[src/rtl/wdg_regs.svh]
/*
 * Register indices, field positions, reset values and timing counts of the
 * watchdog block. Assumes APB byte addresses equal four times each index.
 */
`ifndef WDG_REGS_SVH
`define WDG_REGS_SVH

`define WDG_CTRL_INDEX      6'h21
`define WDG_CAUSE_INDEX     6'h34
`define WDG_CTRL_RESET      8'h00
`define WDG_CAUSE_POR       4'h1
`define WDG_CAUSE_NONE      4'h0
`define WDG_RSVD_ZERO       4'h0
`define WDG_BIT_IFLAG       7
`define WDG_BIT_IEN         6
`define WDG_BIT_PSC3        5
`define WDG_BIT_CHG         4
`define WDG_BIT_EN          3
`define WDG_CAUSE_DOG       3
`define WDG_CAUSE_BROWN     2
`define WDG_CAUSE_PIN       1
`define WDG_CAUSE_PWR       0
`define WDG_CHG_CYCLES      3'h4
`define WDG_CHG_LAST        3'h1
`define WDG_CHG_IDLE        3'h0
`define WDG_BASE_SHIFT      11
`define WDG_PSC_MAX_CODE    4'h9
`define WDG_OSC_KHZ         128

`endif

[src/rtl/wdg_pkg.sv]
/*
 * Types shared by the watchdog files.
 * Assumes wdg_regs.svh supplies the numeric constants.
 */
package wdg_pkg;

  typedef enum logic [1:0] {
    ACT_NONE,
    ACT_IRQ,
    ACT_IRQ_DISARM,
    ACT_RESET
  } wdg_action_type;

endpackage

[src/rtl/wdg_timeout_counter.sv]
/*
 * Timeout counter advanced by ticks of the low-frequency watchdog oscillator.
 * Assumes oscTick is a one-cycle pulse synchronous to core_clk per osc cycle.
 */
`timescale 1ns/1ps
`include "wdg_regs.svh"

module wdg_timeout_counter
  import wdg_pkg::*;
#(
  parameter int CNT_W = 20
)(
  input  wire logic             core_clk,
  input  wire logic             srst,
  input  wire logic             restart,
  input  wire logic             run,
  input  wire logic             oscTick,
  input  wire logic [3:0]       prescaleSelect,
  output logic                  expire
);

  logic [CNT_W-1:0] count_q;
  logic [CNT_W-1:0] count_d;
  logic [CNT_W-1:0] lastCount;
  logic [3:0]       code;

  always_comb
  begin
    // Reserved codes behave as the longest period
    code      = (prescaleSelect > `WDG_PSC_MAX_CODE) ? `WDG_PSC_MAX_CODE : prescaleSelect;
    lastCount = CNT_W'((CNT_W+1)'(1) << (`WDG_BASE_SHIFT + code)) - CNT_W'(1);
    expire    = run && !restart && oscTick && (count_q == lastCount);
    if (restart || !run || expire)
    begin
      count_d = '0;
    end
    else if (oscTick)
    begin
      count_d = count_q + CNT_W'(1);
    end
    else
    begin
      count_d = count_q;
    end
  end

  always_ff @(posedge core_clk)
  begin
    if (srst)
    begin
      count_q <= '0;
    end
    else
    begin
      count_q <= count_d;
    end
  end

endmodule

[src/rtl/wdg_watchdog.sv]
/*
 * Watchdog with reset-cause flags, registers reached over APB.
 * Assumes srst is the power-on reset of this block; other chip resets arrive
 * as one-cycle event pulses; oscTick marks each watchdog oscillator cycle.
 */
// Our own choice: register access over APB.
// Notes on behaviour
// - Cause register upper four bits read zero
// - Watchdog reset sets flag; zero-write clears
// - Brown-out reset sets flag; zero-write clears
// - Pin reset sets flag; zero-write clears
// - Power-on sets flag; only zero-write clears
// - Timeout in interrupt mode sets flag
// - Vector execution or one-write clears flag
// - Interrupt needs global and local enable
// - Enable pair selects stop, irq, reset
// - With enable, timeout clears interrupt enable
// - Change-enable self-clears after four cycles
// - Enable clear accepted only under change-enable
// - Prescaler changes only under change-enable
// - Level two keeps watchdog always enabled
// - Level one: dog flag forces enable
// - Prescaler codes give 2K to 1024K
// - Counter advances on watchdog oscillator ticks
// - Counter restarts on kick, disable, reset
// - Fuse picks safety level one or two
// - Reset timeout gives one-cycle reset pulse
`timescale 1ns/1ps
`include "wdg_regs.svh"

module wdg_watchdog
  import wdg_pkg::*;
#(
  parameter int CNT_W = 20
)(
  input  wire logic        core_clk,
  input  wire logic        srst,
  input  wire logic [7:0]  paddr,
  input  wire logic        psel,
  input  wire logic        penable,
  input  wire logic        pwrite,
  input  wire logic [31:0] pwdata,
  input  wire logic [3:0]  pstrb,
  output logic [31:0]      prdata,
  output logic             pready,
  output logic             pslverr,
  input  wire logic        oscTick,
  input  wire logic        kickInstruction,
  input  wire logic        vectorTaken,
  input  wire logic        globalIntEnable,
  input  wire logic        alwaysOnFuse,
  input  wire logic        brownoutResetEvent,
  input  wire logic        pinResetEvent,
  output logic             timeoutIrq,
  output logic             systemResetPulse
);

  logic [31:0]    prdata_q;
  logic [31:0]    prdata_d;
  logic           iflag_q;
  logic           iflag_d;
  logic           ien_q;
  logic           ien_d;
  logic           chg_q;
  logic           chg_d;
  logic [2:0]     chgCnt_q;
  logic [2:0]     chgCnt_d;
  logic           en_q;
  logic           en_d;
  logic [3:0]     psc_q;
  logic [3:0]     psc_d;
  logic [3:0]     cause_q;
  logic [3:0]     cause_d;
  logic           resetPulse_q;
  logic           resetPulse_d;
  logic           enEff;
  logic           running;
  logic           expire;
  logic           chipReset;
  logic           hitCtrl;
  logic           hitCause;
  logic           wrCtrl;
  logic           wrCause;
  logic [7:0]     wbyte;
  logic [7:0]     ctrlView;
  wdg_action_type action;

  assign hitCtrl   = (paddr[7:2] == `WDG_CTRL_INDEX);
  assign hitCause  = (paddr[7:2] == `WDG_CAUSE_INDEX);
  assign pready    = 1'b1;
  assign pslverr   = psel && penable && !(hitCtrl || hitCause);
  assign prdata    = prdata_q;
  assign wbyte     = pwdata[7:0];
  assign wrCtrl    = psel && penable && pwrite && hitCtrl && pstrb[0];
  assign wrCause   = psel && penable && pwrite && hitCause && pstrb[0];
  assign chipReset = resetPulse_q || brownoutResetEvent || pinResetEvent;

  // Level two: fuse holds enable; level one: dog flag holds it
  assign enEff    = alwaysOnFuse || en_q || cause_q[`WDG_CAUSE_DOG];
  assign running  = enEff || ien_q;
  assign ctrlView = {iflag_q, ien_q, psc_q[3], chg_q, enEff, psc_q[2:0]};
  assign timeoutIrq       = iflag_q && ien_q && globalIntEnable;
  assign systemResetPulse = resetPulse_q;

  wdg_timeout_counter #(
    .CNT_W          (CNT_W)
  ) u_counter (
    .core_clk       (core_clk),
    .srst           (srst),
    .restart        (kickInstruction || chipReset),
    .run            (running),
    .oscTick        (oscTick),
    .prescaleSelect (psc_q),
    .expire         (expire)
  );

  always_comb
  begin
    unique case ({ien_q, enEff})
      2'b00: action = ACT_NONE;
      2'b10: action = ACT_IRQ;
      2'b11: action = ACT_IRQ_DISARM;
      2'b01: action = ACT_RESET;
    endcase
  end

  always_comb
  begin
    iflag_d      = iflag_q;
    ien_d        = ien_q;
    chg_d        = chg_q;
    chgCnt_d     = chgCnt_q;
    en_d         = en_q;
    psc_d        = psc_q;
    cause_d      = cause_q;
    resetPulse_d = 1'b0;
    prdata_d     = prdata_q;
    if (psel && !penable && !pwrite)
    begin
      prdata_d = 32'h0000_0000;
      if (hitCtrl)
      begin
        prdata_d[7:0] = ctrlView;
      end
      else if (hitCause)
      begin
        prdata_d[7:0] = {`WDG_RSVD_ZERO, cause_q};
      end
    end
    // Change window counts down four cycles
    if (chgCnt_q != `WDG_CHG_IDLE)
    begin
      chgCnt_d = chgCnt_q - 3'h1;
      if (chgCnt_q == `WDG_CHG_LAST)
      begin
        chg_d = 1'b0;
      end
    end
    if (wrCtrl)
    begin
      if (wbyte[`WDG_BIT_IFLAG])
      begin
        iflag_d = 1'b0;
      end
      ien_d = wbyte[`WDG_BIT_IEN];
      if (wbyte[`WDG_BIT_EN])
      begin
        en_d = 1'b1;
      end
      else if (chg_q)
      begin
        en_d = 1'b0;
      end
      if (chg_q)
      begin
        psc_d = {wbyte[`WDG_BIT_PSC3], wbyte[2:0]};
      end
      if (wbyte[`WDG_BIT_CHG])
      begin
        chg_d    = 1'b1;
        chgCnt_d = `WDG_CHG_CYCLES;
      end
      else
      begin
        chg_d    = 1'b0;
        chgCnt_d = `WDG_CHG_IDLE;
      end
    end
    if (vectorTaken)
    begin
      iflag_d = 1'b0;
    end
    if (wrCause)
    begin
      cause_d = cause_q & wbyte[3:0];
    end
    // Hardware events win over software clears
    if (expire)
    begin
      unique case (action)
        ACT_NONE:
        begin
        end
        ACT_IRQ:
        begin
          iflag_d = 1'b1;
        end
        ACT_IRQ_DISARM:
        begin
          iflag_d = 1'b1;
          ien_d   = 1'b0;
        end
        ACT_RESET:
        begin
          resetPulse_d                 = 1'b1;
          cause_d[`WDG_CAUSE_DOG]      = 1'b1;
        end
      endcase
    end
    if (chipReset)
    begin
      {iflag_d, ien_d, psc_d[3], chg_d, en_d, psc_d[2:0]} = `WDG_CTRL_RESET;
      chgCnt_d = `WDG_CHG_IDLE;
    end
    if (brownoutResetEvent)
    begin
      cause_d[`WDG_CAUSE_BROWN] = 1'b1;
    end
    if (pinResetEvent)
    begin
      cause_d[`WDG_CAUSE_PIN] = 1'b1;
    end
  end

  always_ff @(posedge core_clk)
  begin
    if (srst)
    begin
      {iflag_q, ien_q, psc_q[3], chg_q, en_q, psc_q[2:0]} <= `WDG_CTRL_RESET;
      chgCnt_q     <= `WDG_CHG_IDLE;
      cause_q      <= `WDG_CAUSE_POR;
      resetPulse_q <= 1'b0;
      prdata_q     <= 32'h0000_0000;
    end
    else
    begin
      iflag_q      <= iflag_d;
      ien_q        <= ien_d;
      chg_q        <= chg_d;
      chgCnt_q     <= chgCnt_d;
      en_q         <= en_d;
      psc_q        <= psc_d;
      cause_q      <= cause_d;
      resetPulse_q <= resetPulse_d;
      prdata_q     <= prdata_d;
    end
  end
endmodule

[config.mk]
export PLATFORM = sky130hd
export DESIGN_NAME = wdg_watchdog
export DESIGN_NICKNAME = d
export VERILOG_FILES = /design/src/rtl/wdg_pkg.sv /design/src/rtl/wdg_timeout_counter.sv /design/src/rtl/wdg_watchdog.sv
export VERILOG_INCLUDE_DIRS = /design/src /design/src/rtl
export SDC_FILE = /design/constraint.sdc
export NUM_CORES = 1
export LEC_CHECK = 0
export BUFFER_PORTS_ARGS = -buffer_cell sky130_fd_sc_hd__buf_2
export CORE_ASPECT_RATIO = 0.6
export CORE_UTILIZATION = 45
export DETAILED_ROUTE_END_ITERATION = 8
export GPL_ROUTABILITY_DRIVEN = 0
export GPL_TIMING_DRIVEN = 0
export PLACE_DENSITY = 0.73
export REMOVE_ABC_BUFFERS = 1
export SETUP_SLACK_MARGIN = 0.05
export SLEW_MARGIN = 5
export SYNTH_ARGS = -nofsm -noshare
export SYNTH_HDL_FRONTEND = slang
export SYNTH_HIERARCHICAL = 1
export SYNTH_SLANG_ARGS = --single-unit
[constraint.sdc]
create_clock -name core_clk -period 4.97 [get_ports core_clk]
set_input_delay 0.497 -clock core_clk [delete_from_list [all_inputs] [get_ports core_clk]]
set_output_delay 0.497 -clock core_clk [all_outputs]
set_load 0.01 [all_outputs]
Yosys cells after proc, flatten, opt, wreduce, memory -nomap -nowiden
Index checks and enable logic that the tools add are counted.
W data, S select, Z words.
{ "totals": {"n_memories": 0, "out_inout_bits": 36, "romBits": 0, "in_bits": 56, "ramBits": 0, "latchBits": 0, "wordCells": 100, "reg_bits": 44} }
{ "op_classes": {"n_addsub": 4, "eq_ne": 10, "div_mod_pow": 0, "shift": 1, "reduce_logical": 42, "n_mux": 27, "n_mul": 0, "bitwise_logic": 2, "magnitude_cmp": 1} }
{ "op_table": {"columns": ["cell", "n"], "rows": [
  ["$shl A1 B32 Y20 const A", 1],
  ["$add A20 B1 Y20 const B", 1],
  ["$eq A20 B20 Y1", 1],
  ["$sub A20 B2 Y20 const B", 1],
  ["$mux W1", 19],
  ["$logic_and A1 B1 Y1", 14],
  ["$eq A6 B6 Y1 const B", 2],
  ["$mux W4", 3],
  ["$reduce_bool A2 Y1", 5],
  ["$logic_or A1 B1 Y1", 9],
  ["$mux W3", 3],
  ["$eq A2 B2 Y1 const B", 4],
  ["$mux W8", 1],
  ["$pmux W2 S4", 1],
  ["$reduce_or A2 Y1", 4],
  ["$reduce_and A2 Y1", 3],
  ["$add A4 B4 Y5 const A", 1],
  ["$logic_not A1 Y1", 5],
  ["$and A4 B4 Y4", 1],
  ["$eq A2 B1 Y1 const B", 2],
  ["$gt A4 B4 Y1 const B", 1],
  ["$eq A3 B1 Y1 const B", 1],
  ["$reduce_bool A3 Y1", 1],
  ["$sub A3 B1 Y3 const B", 1],
  ["other kinds (2)", 2]
]} }

Longest topological paths before layout
Gate-level depths: netlist of run 1.
{ "depth": {"ltp_word": 9, "ltp_mapped": 9, "mapped_depth_nobuf": 9} }

Modules after synthesis
The synthesis of run 1 kept the hierarchy.
{ "modules_own_cells": {"columns": ["module", "area_each_um2", "seq_area_each_um2", "instances", "cells_per_inst"], "rows": [
  ["wdg_watchdog", 1361.3, 480.5, 1, 159],
  ["wdg_timeout_counter", 1211.2, 400.4, 1, 142]
]} }

Worst setup path after synthesis of run 1
No wires, ideal clock.
{ "synth_path": {"path_type": "input to register", "start": "input brownoutResetEvent", "end": "register ien_q", "n_path_buf": 0, "arrival_ps": 2039, "path_slack_ps": 2801, "t_required_ps": 4839, "path_stages": 7, "setup_time_ps": 131, "path_cell_list": "or4_1 > nor3b_1 > nand4_1 > nor4_1 > o311ai_0 > nand3_1 > mux2i_1"} }
{ "synth_via": {"elab_chain_len": 8, "word_cells_on_any_way": 9, "classes_between": "mux (1); reduce/logical (8)"} }
{ "synth_lines": {"columns": ["item", "line_no", "text"], "rows": [
  ["start: declaration", "wdg_watchdog.sv:52", "input wire logic brownoutResetEvent,"],
  ["$logic_or A1 B1 Y1 (2 in a row)", "wdg_watchdog.sv:96", "assign chipReset = resetPulse_q || brownoutResetEvent || pinResetEvent;"],
  ["$logic_or A1 B1 Y1", "wdg_watchdog.sv:110", ".restart (kickInstruction || chipReset),"],
  ["$logic_not A1 Y1", "wdg_timeout_counter.sv:32", "expire = run && !restart && oscTick && (count_q == lastCount);"],
  ["$logic_and A1 B1 Y1 (3 in a row)", "wdg_timeout_counter.sv:32", null],
  ["net expire", "wdg_watchdog.sv:78", "logic expire;"],
  ["$mux W1", "wdg_watchdog.sv:198", "if (expire)"],
  ["end signal: assignment", "wdg_watchdog.sv:239", "{iflag_q, ien_q, psc_q[3], chg_q, en_q, psc_q[2:0]} <= `WDG_CTRL_RESET;"],
  ["end signal: assignment", "wdg_watchdog.sv:248", "ien_q <= ien_d;"],
  ["end: declaration", "wdg_watchdog.sv:62", "logic ien_q;"]
]} }
The timed path passes the listed nets, and every way through them passes these cells.
A chain may end at the register's enable or synchronous reset.

Worst setup path in the final report of run 1
{ "layout_path": {"start": "register psc_q[2]", "end": "register u_counter.count_q[13]"} }
{ "layout_via": {"elab_chain_len": 9} }
{ "layout_lines": {"columns": ["item", "line_no", "text"], "rows": [
  ["start: declaration", "wdg_watchdog.sv:70", "logic [3:0] psc_q;"],
  ["start signal: assignment", "wdg_watchdog.sv:239", null],
  ["start signal: assignment", "wdg_watchdog.sv:252", "psc_q <= psc_d;"],
  ["$gt A4 B4 Y1 (no line)", null, null],
  ["$mux W4 (*)", "wdg_timeout_counter.sv:30", "code = (prescaleSelect > `WDG_PSC_MAX_CODE) ? `WDG_PSC_MAX_CODE : prescaleSelect;"],
  ["$add A4 B4 Y5 (no line) (*)", null, null],
  ["$shl A1 B32 Y20 (*)", "wdg_timeout_counter.sv:31", "lastCount = CNT_W'((CNT_W+1)'(1) << (`WDG_BASE_SHIFT + code)) - CNT_W'(1);"],
  ["$sub A20 B2 Y20 (*)", "wdg_timeout_counter.sv:31", null],
  ["$eq A20 B20 Y1 (*)", "wdg_timeout_counter.sv:32", null],
  ["$logic_and A1 B1 Y1 (*)", "wdg_timeout_counter.sv:32", null],
  ["$logic_or A1 B1 Y1 (*)", "wdg_timeout_counter.sv:33", "if (restart || !run || expire)"],
  ["$reduce_or A2 Y1 (no line) (*)", null, null],
  ["end signal: assignment", "wdg_timeout_counter.sv:55", "count_q <= count_d;"],
  ["end: declaration", "wdg_timeout_counter.sv:22", "logic [CNT_W-1:0] count_q;"]
]} }
Mark *: on every way between the ends. The rest lies on a longest branch, timed or not.

==> results of run 1 <==
## worst paths after layout
check | from | end | slack, ns | cells past startpoint
hold reg to reg | prdata[7] | prdata[7] | 0.45 | 2
hold / removal | pwdata[7] | iflag_q | 0.40 | 2
setup reg to reg | psc_q[2] | u_counter/count_q[13] | 2.37 | 5
setup / recovery | psc_q[2] | u_counter/count_q[13] | 2.37 | 5
## cells by family (layout without fill, tap and decap cells)
logic type,count (synthesis),in the layout,share of synthesized area (%)
mux,10,10,3.891
compound gates,32,32,9.582
other cells,3,27,0.4377
flops,44,44,34.24
buf+inv,40,51,10.70
simple gates,140,140,29.52
xor+xnor,27,27,9.193
fa+ha+maj,5,5,2.432
## sequential cells by signal (all words and copies together), names as in the netlist, 3 cells and up
| signal | cells |
|---|---|
| chgCnt_q | 3 |
| prdata | 8 |
| u_counter/count_q | 20 |
| cause_q | 4 |
| psc_q | 4 |
## final cells by class
| type | instances | area [sq um] | share of cell area [%] |
|---|---|---|---|
| clock buffer | 6 | 82.58 | 2.920 |
| timing repair buffer | 38 | 192.7 | 6.814 |
| multi-input combinational | 241 | 1518 | 53.67 |
| tap | 77 | 96.34 | 3.407 |
| clock inverter | 2 | 38.79 | 1.372 |
| sequential | 44 | 880.8 | 31.15 |
| inverter | 5 | 18.77 | 0.6637 |
## synthesized netlist by cell type, types with 4 or more instances
cell | number | area (sq um)
nor3b_1 | 5 | 37.54
clkbuf_1 | 5 | 18.77
and3_1 | 6 | 37.54
nor2_1 | 37 | 138.9
a211oi_1 | 4 | 30.03
ha_1 | 5 | 62.56
nand2_1 | 28 | 105.1
xnor2_1 | 7 | 61.31
nand4_1 | 13 | 81.33
buf_6 | 4 | 45.04
mux2i_1 | 10 | 100.1
nor3_1 | 8 | 40.04
inv_1 | 5 | 18.77
nor4_1 | 4 | 25.02
dfxtp_1 | 44 | 880.8
a21oi_1 | 7 | 35.03
buf_4 | 25 | 187.7
nand3_1 | 14 | 70.07
xor2_1 | 20 | 175.2
a311oi_1 | 4 | 35.03
## power by group
| part | total (mW) | internal [mW] | switching [mW] |
|---|---|---|---|
| Clock | 0.293 | 0.164 | 0.129 |
| Sequential | 0.357 | 0.355 | 0.00188 |
| Combinational | 0.0518 | 0.0179 | 0.0339 |
## cell usage in the layout (no fill, tap or decap), drive strengths merged, types with 4 or more instances in the layout
cell type,instances
dfxtp,44
and3,6
nor3,10
nand4,13
nand3,14
clkbuf,6
a211oi,4
nand2,28
nor3b,5
a311oi,4
xnor2,7
mux2i,10
conb,27
ha,5
nor4,6
inv,5
xor2,20
a21oi,7
buf,38
nor2,37
## layer usage
| metal | global-route usage (%) | vias up |
|---|---|---|
| li1 | - | 1081 |
| met1 | 32.06 | 1018 |
| met2 | 25.60 | 65 |
| met3 | 4.378 | 8 |
| met4 | 7.143 | 0 |
| met5 | 0 | - |
## through the flow
step / cells / util (%) / hold WS [ns] / area [sq um] / power [mW]
after global routing: 413 / 53.55 / 0.3965 / 2828 / 0.7334
after global placement: 404 / 50.90 / 0.4373 / 2688 / 0.4131
after detailed placement: 405 / 51.16 / 0.4454 / 2701 / 0.4150
final: 413 / 53.55 / 0.3994 / 2828 / 0.7017
after floorplan: 290 / - / 0.4329 / 2406 / 0.3921
after CTS: 413 / 53.46 / 0.3908 / 2823 / 0.7070
==> flow_metrics.env, run 1 <==
export IMPL_cts_buffer_depth=2
export IMPL_end_kind="register"
export IMPL_ir_drop_mv=0.1492
export IMPL_fillers=522
export IMPL_rsz0062_at_grt="false"
export IMPL_syn_cell_area_sq_mm=0.002572
export IMPL_fin_skew_ns=0.01702
export IMPL_clock_latency_ns=0.31
export IMPL_place_hpwl_um=4356
export IMPL_dr_pass1_iters=4
export IMPL_vias=2172
export IMPL_max_freq_ghz=0.3853
export IMPL_num_rows=20
export IMPL_p_per_area_mw_per_mm2=248.2
export IMPL_ys_types=51
export IMPL_postRouteAntennaNets=0
export IMPL_cts_sinks=44
export IMPL_grt_util_all_layers_pct=20.11
export IMPL_critPathLaunchType="register"
export IMPL_seq_area_frac_synth_pct=34.24
export IMPL_arrival_ns=2.74
export IMPL_grt_pass1_vias=1825
export IMPL_synth_edff_count=0
export IMPL_cts_tree="done"
export IMPL_slew_headroom_pct=26.19
export IMPL_crit_path_max_incr_delay_ns=1.07
export IMPL_hold_violations=0
export IMPL_dieArea_sq_mm=0.006033
export IMPL_worstMarginPinSlew_ns=1.103
export IMPL_crit_fanout=19
export IMPL_initial_utilization_pct=48.72
export IMPL_path_delay_family="compound AO/OA/AOI/OAI gates"
export IMPL_critical_path_buf_inv_count=0
export IMPL_drt_first_iter_violations=118
export IMPL_cap_violations=0
export IMPL_antenna_found_initial=0
export IMPL_fin_setup_tns_ns=0
export IMPL_fin_crit_sh_pct=52.23
export IMPL_status="completed"
export IMPL_cp_cell_sequence="nor4b_1 > a22o_1 > a31oi_1 > o41ai_4 > nor2_1"
export IMPL_dr_wl_met3_um=344
export IMPL_cts_resized_gates=0
export IMPL_totalWireLength_um=5702
export IMPL_io_pins=92
export IMPL_cp_slowest_cell="o41ai_4"
export IMPL_routed_via_density=5.259
export IMPL_cts_setup_buffers=0
export IMPL_fin_nets=396
export IMPL_ys_seq_elements=44
export IMPL_numCtsBuffers=5
export IMPL_synthFlopType="dfxtp_1"
export IMPL_port_buffers=37
export IMPL_final_setup_worst_slack_ns=2.374
export IMPL_avgSynthCellArea_sq_um=8.546
export IMPL_dieWidth_um=99.61
export IMPL_hold_path_class="in -> reg"
export IMPL_dpl_worst_slack_ns=2.185
export IMPL_grt_pass1_wl_um=9094
export IMPL_drive_above_1_share_pct=16.37
export IMPL_cts_root_buf="clkbuf_8"
export IMPL_grt_overflow=0
export IMPL_worstPathRequired_ns=5.12
export IMPL_fin_crit_ns=2.596
export IMPL_diodes=0
export IMPL_final_max_slew_viol_count=0
export IMPL_cts_hold_buf=0
export IMPL_grt_start_max_net_pins=20
export IMPL_dr_wl_met2_um=2183
export IMPL_syn_inst=301
export IMPL_drt_met1_wl_um=3102
export IMPL_drcViolationCount=0
export IMPL_leakagePower_nw=1.063
export IMPL_post_drt_wl_per_cell_um=13.81
export IMPL_clkTransAtPathRegs_ns=0.09
export IMPL_async_flop_share_pct=0
export IMPL_setup_violations=0
export IMPL_top_layer="met4"
export IMPL_ys_warn_count=6
export IMPL_criticalPathCategory="reg -> reg"
export IMPL_core_area_sq_mm=0.005280
export IMPL_htreeDepth=2
export IMPL_area_growth_pct=9.922
export IMPL_die_h_um=60.57
Power figures use the tool's default switching activity.
==> run 2, diff against run 1 <==
clock period = 2.5 ns   (was 4.97 ns; I/O delays follow)
==> run 2 against run 1 <==
Compared with the run above:
- setup slack worse by 2.1 ns
- clock skew down 0.0017 ns
- total power up 99%
- critical path depth up 2
- global-route usage up 0.18 points
- largest power group unchanged
==> flow_metrics.env, run 2 (same netlist as run 1, synthesis figures left out) <==
export IMPL_drive_above_1_share_pct=18.58
export IMPL_setup_violations=0
export IMPL_initial_utilization_pct=48.72
export IMPL_placed_area_sq_mm=0.002701
export IMPL_grt_pass1_wl_um=9190
export IMPL_final_max_slew_viol_count=0
export IMPL_fin_crit_ns=2.260
export IMPL_criticalPathCategory="reg -> reg"
export IMPL_hold_path_class="in -> reg"
export IMPL_end_kind="register"
export IMPL_p_per_area_mw_per_mm2=487.3
export IMPL_slew_headroom_pct=28.29
export IMPL_fin_setup_tns_ns=0
export IMPL_worst_hold_path_endpoint="iflag_q"
export IMPL_place_hpwl_um=4356
export IMPL_dieWidth_um=99.61
export IMPL_vias=2167
export IMPL_cts_tree="done"
export IMPL_leakagePower_nw=1.079
export IMPL_routed_via_density=5.209
export IMPL_path_delay_family="simple AND/OR/NAND/NOR gates"
export IMPL_diodes=0
export IMPL_post_drt_wl_per_cell_um=13.79
export IMPL_grt_start_max_net_pins=17
export IMPL_fin_nets=399
export IMPL_rsz0062_at_grt="false"
export IMPL_design_area_sq_mm=0.002861
export IMPL_cts_buffer_depth=2
export IMPL_antenna_found_initial=0
export IMPL_regMostFlops="u_counter/count_q"
export IMPL_cts_root_buf="clkbuf_8"
export IMPL_timing_hold_ws_ns=0.1522
export IMPL_postRouteAntennaNets=0
export IMPL_fin_skew_ns=0.01529
export IMPL_critPathLaunchType="register"
export IMPL_grt_util_all_layers_pct=20.29
export IMPL_area_growth_pct=11.24
export IMPL_cp_cell_sequence="or4_1 > nor3b_1 > nand4_1 > nor4_2 > nand2_1 > a21boi_0 > a311oi_1"
export IMPL_dieArea_sq_mm=0.006033
export IMPL_cts_sinks=44
export IMPL_hold_violations=0
export IMPL_crit_fanout=4
export IMPL_r2r_start="systemResetPulse"
export IMPL_drt_first_iter_violations=133
export IMPL_status="completed"
export IMPL_die_h_um=60.57
export IMPL_r2r_end="iflag_q"
export IMPL_r2r_setup_slack_ns=0.24
export IMPL_io_pins=92
export IMPL_clock_latency_ns=0.31
export IMPL_numCtsBuffers=5
export IMPL_drcViolationCount=0
export IMPL_largest_reg_flops=20
export IMPL_ir_drop_mv=0.2956
export IMPL_layout_common_cells="dfxtp_1 (40), nor2_1 (37), buf_2 (37)"
export IMPL_max_freq_ghz=0.4425
export IMPL_hold_path_depth=2
export IMPL_r2r_cells=7
export IMPL_htreeDepth=2
export IMPL_grt_pass1_vias=1852
export IMPL_worstMarginPinSlew_ns=1.073
export IMPL_totalWireLength_um=5737
export IMPL_crit_path_max_incr_delay_ns=0.55
export IMPL_arrival_ns=2.48
export IMPL_cp_slowest_cell="or4_1"
export IMPL_critical_path_buf_inv_count=0
export IMPL_cap_violations=0
export IMPL_grt_overflow=0
export IMPL_worstPathRequired_ns=2.72
export IMPL_min_from="pwdata[7]"
export IMPL_mostFrequentLayoutCell="dfxtp_1"
export IMPL_fillers=513
export IMPL_num_rows=20
export IMPL_cts_hold_buf=0
export IMPL_clkTransAtPathRegs_ns=0.09
export IMPL_port_buffers=37
export IMPL_core_area_sq_mm=0.005280
export IMPL_fin_crit_sh_pct=90.39
export IMPL_dr_pass1_iters=4
==> run 2: cell types whose count changed in the layout (fill, tap and decap cells not counted), sizes merged <==
cell  before  now
buf       38   41
==> run 2: routing by layer <==
layer | routed length (um) | GRT usage, %
met5 | 0 | 0
met4 | 71 | 7.563
met2 | 2168 | 25.79
met1 | 3022 | 31.99
met3 | 474 | 4.839
==> run 2: stage by stage <==
| stage | utilization, % | power, mW | cells | setup slack (ns) |
|---|---|---|---|---|
| final | 54.19 | 1.394 | 416 | 0.2403 |
| after global routing | 54.19 | 1.459 | 416 | 0.08392 |
| after CTS | 54.00 | 1.407 | 416 | 0.1622 |
| after detailed placement | 51.16 | 0.8251 | 405 | -0.1091 |
| after global placement | 50.90 | 0.8212 | 404 | 0.01228 |
| after floorplan | - | 0.7795 | 290 | 0.4145 |
==> run 2: how the worst max path moves through the flow <==
| stage | slack (ns) | cells past startpoint | to | from |
|---|---|---|---|---|
| detailed placement | -0.11 | 6 | u_counter/count_q[4] | psc_q[3] |
| global placement | 0.01 | 6 | u_counter/count_q[1] | psc_q[3] |
| floorplan | 0.41 | 6 | u_counter/count_q[10] | psc_q[3] |
| global route | 0.08 | 7 | iflag_q | systemResetPulse |
| CTS | 0.16 | 8 | iflag_q | psc_q[3] |
| finish | 0.24 | 7 | iflag_q | systemResetPulse |
==> run 2: where the power goes <==
part | total [mW] | internal, mW | switching (mW) | leakage, nW
combinational | 0.104 | 0.0365 | 0.0678 | 0.660
sequential | 0.709 | 0.706 | 0.00363 | 0.357
clock | 0.581 | 0.327 | 0.254 | 0.0614
total | 1.39 | 1.07 | 0.325 | 1.08
==> run 2: repair_timing <==
item,CTS,global route
setup endpoints to repair,20,2
buffers inserted,3,0
resized for setup,1,4
pin swaps,1,0
cloned,0,0
==> run 2: layout make-up <==
class / instances / area [sq um] / share of cell area (%)
clock buffer: 6 / 82.58 / 2.886
clock inverter: 2 / 38.79 / 1.355
inverter: 5 / 18.77 / 0.6559
multi-input combinational: 241 / 1524 / 53.26
sequential: 44 / 885.9 / 30.96
tap: 77 / 96.34 / 3.367
timing repair buffer: 41 / 215.2 / 7.521
==> run 2: worst register-to-register path: cells and delay by family (launching register included) <==
kind | cells | cell delay (ns)
AOI/OAI and AO/OA | 2 | 0.42
DFF | 1 | 0.36
and+or+nand+nor | 5 | 1.39
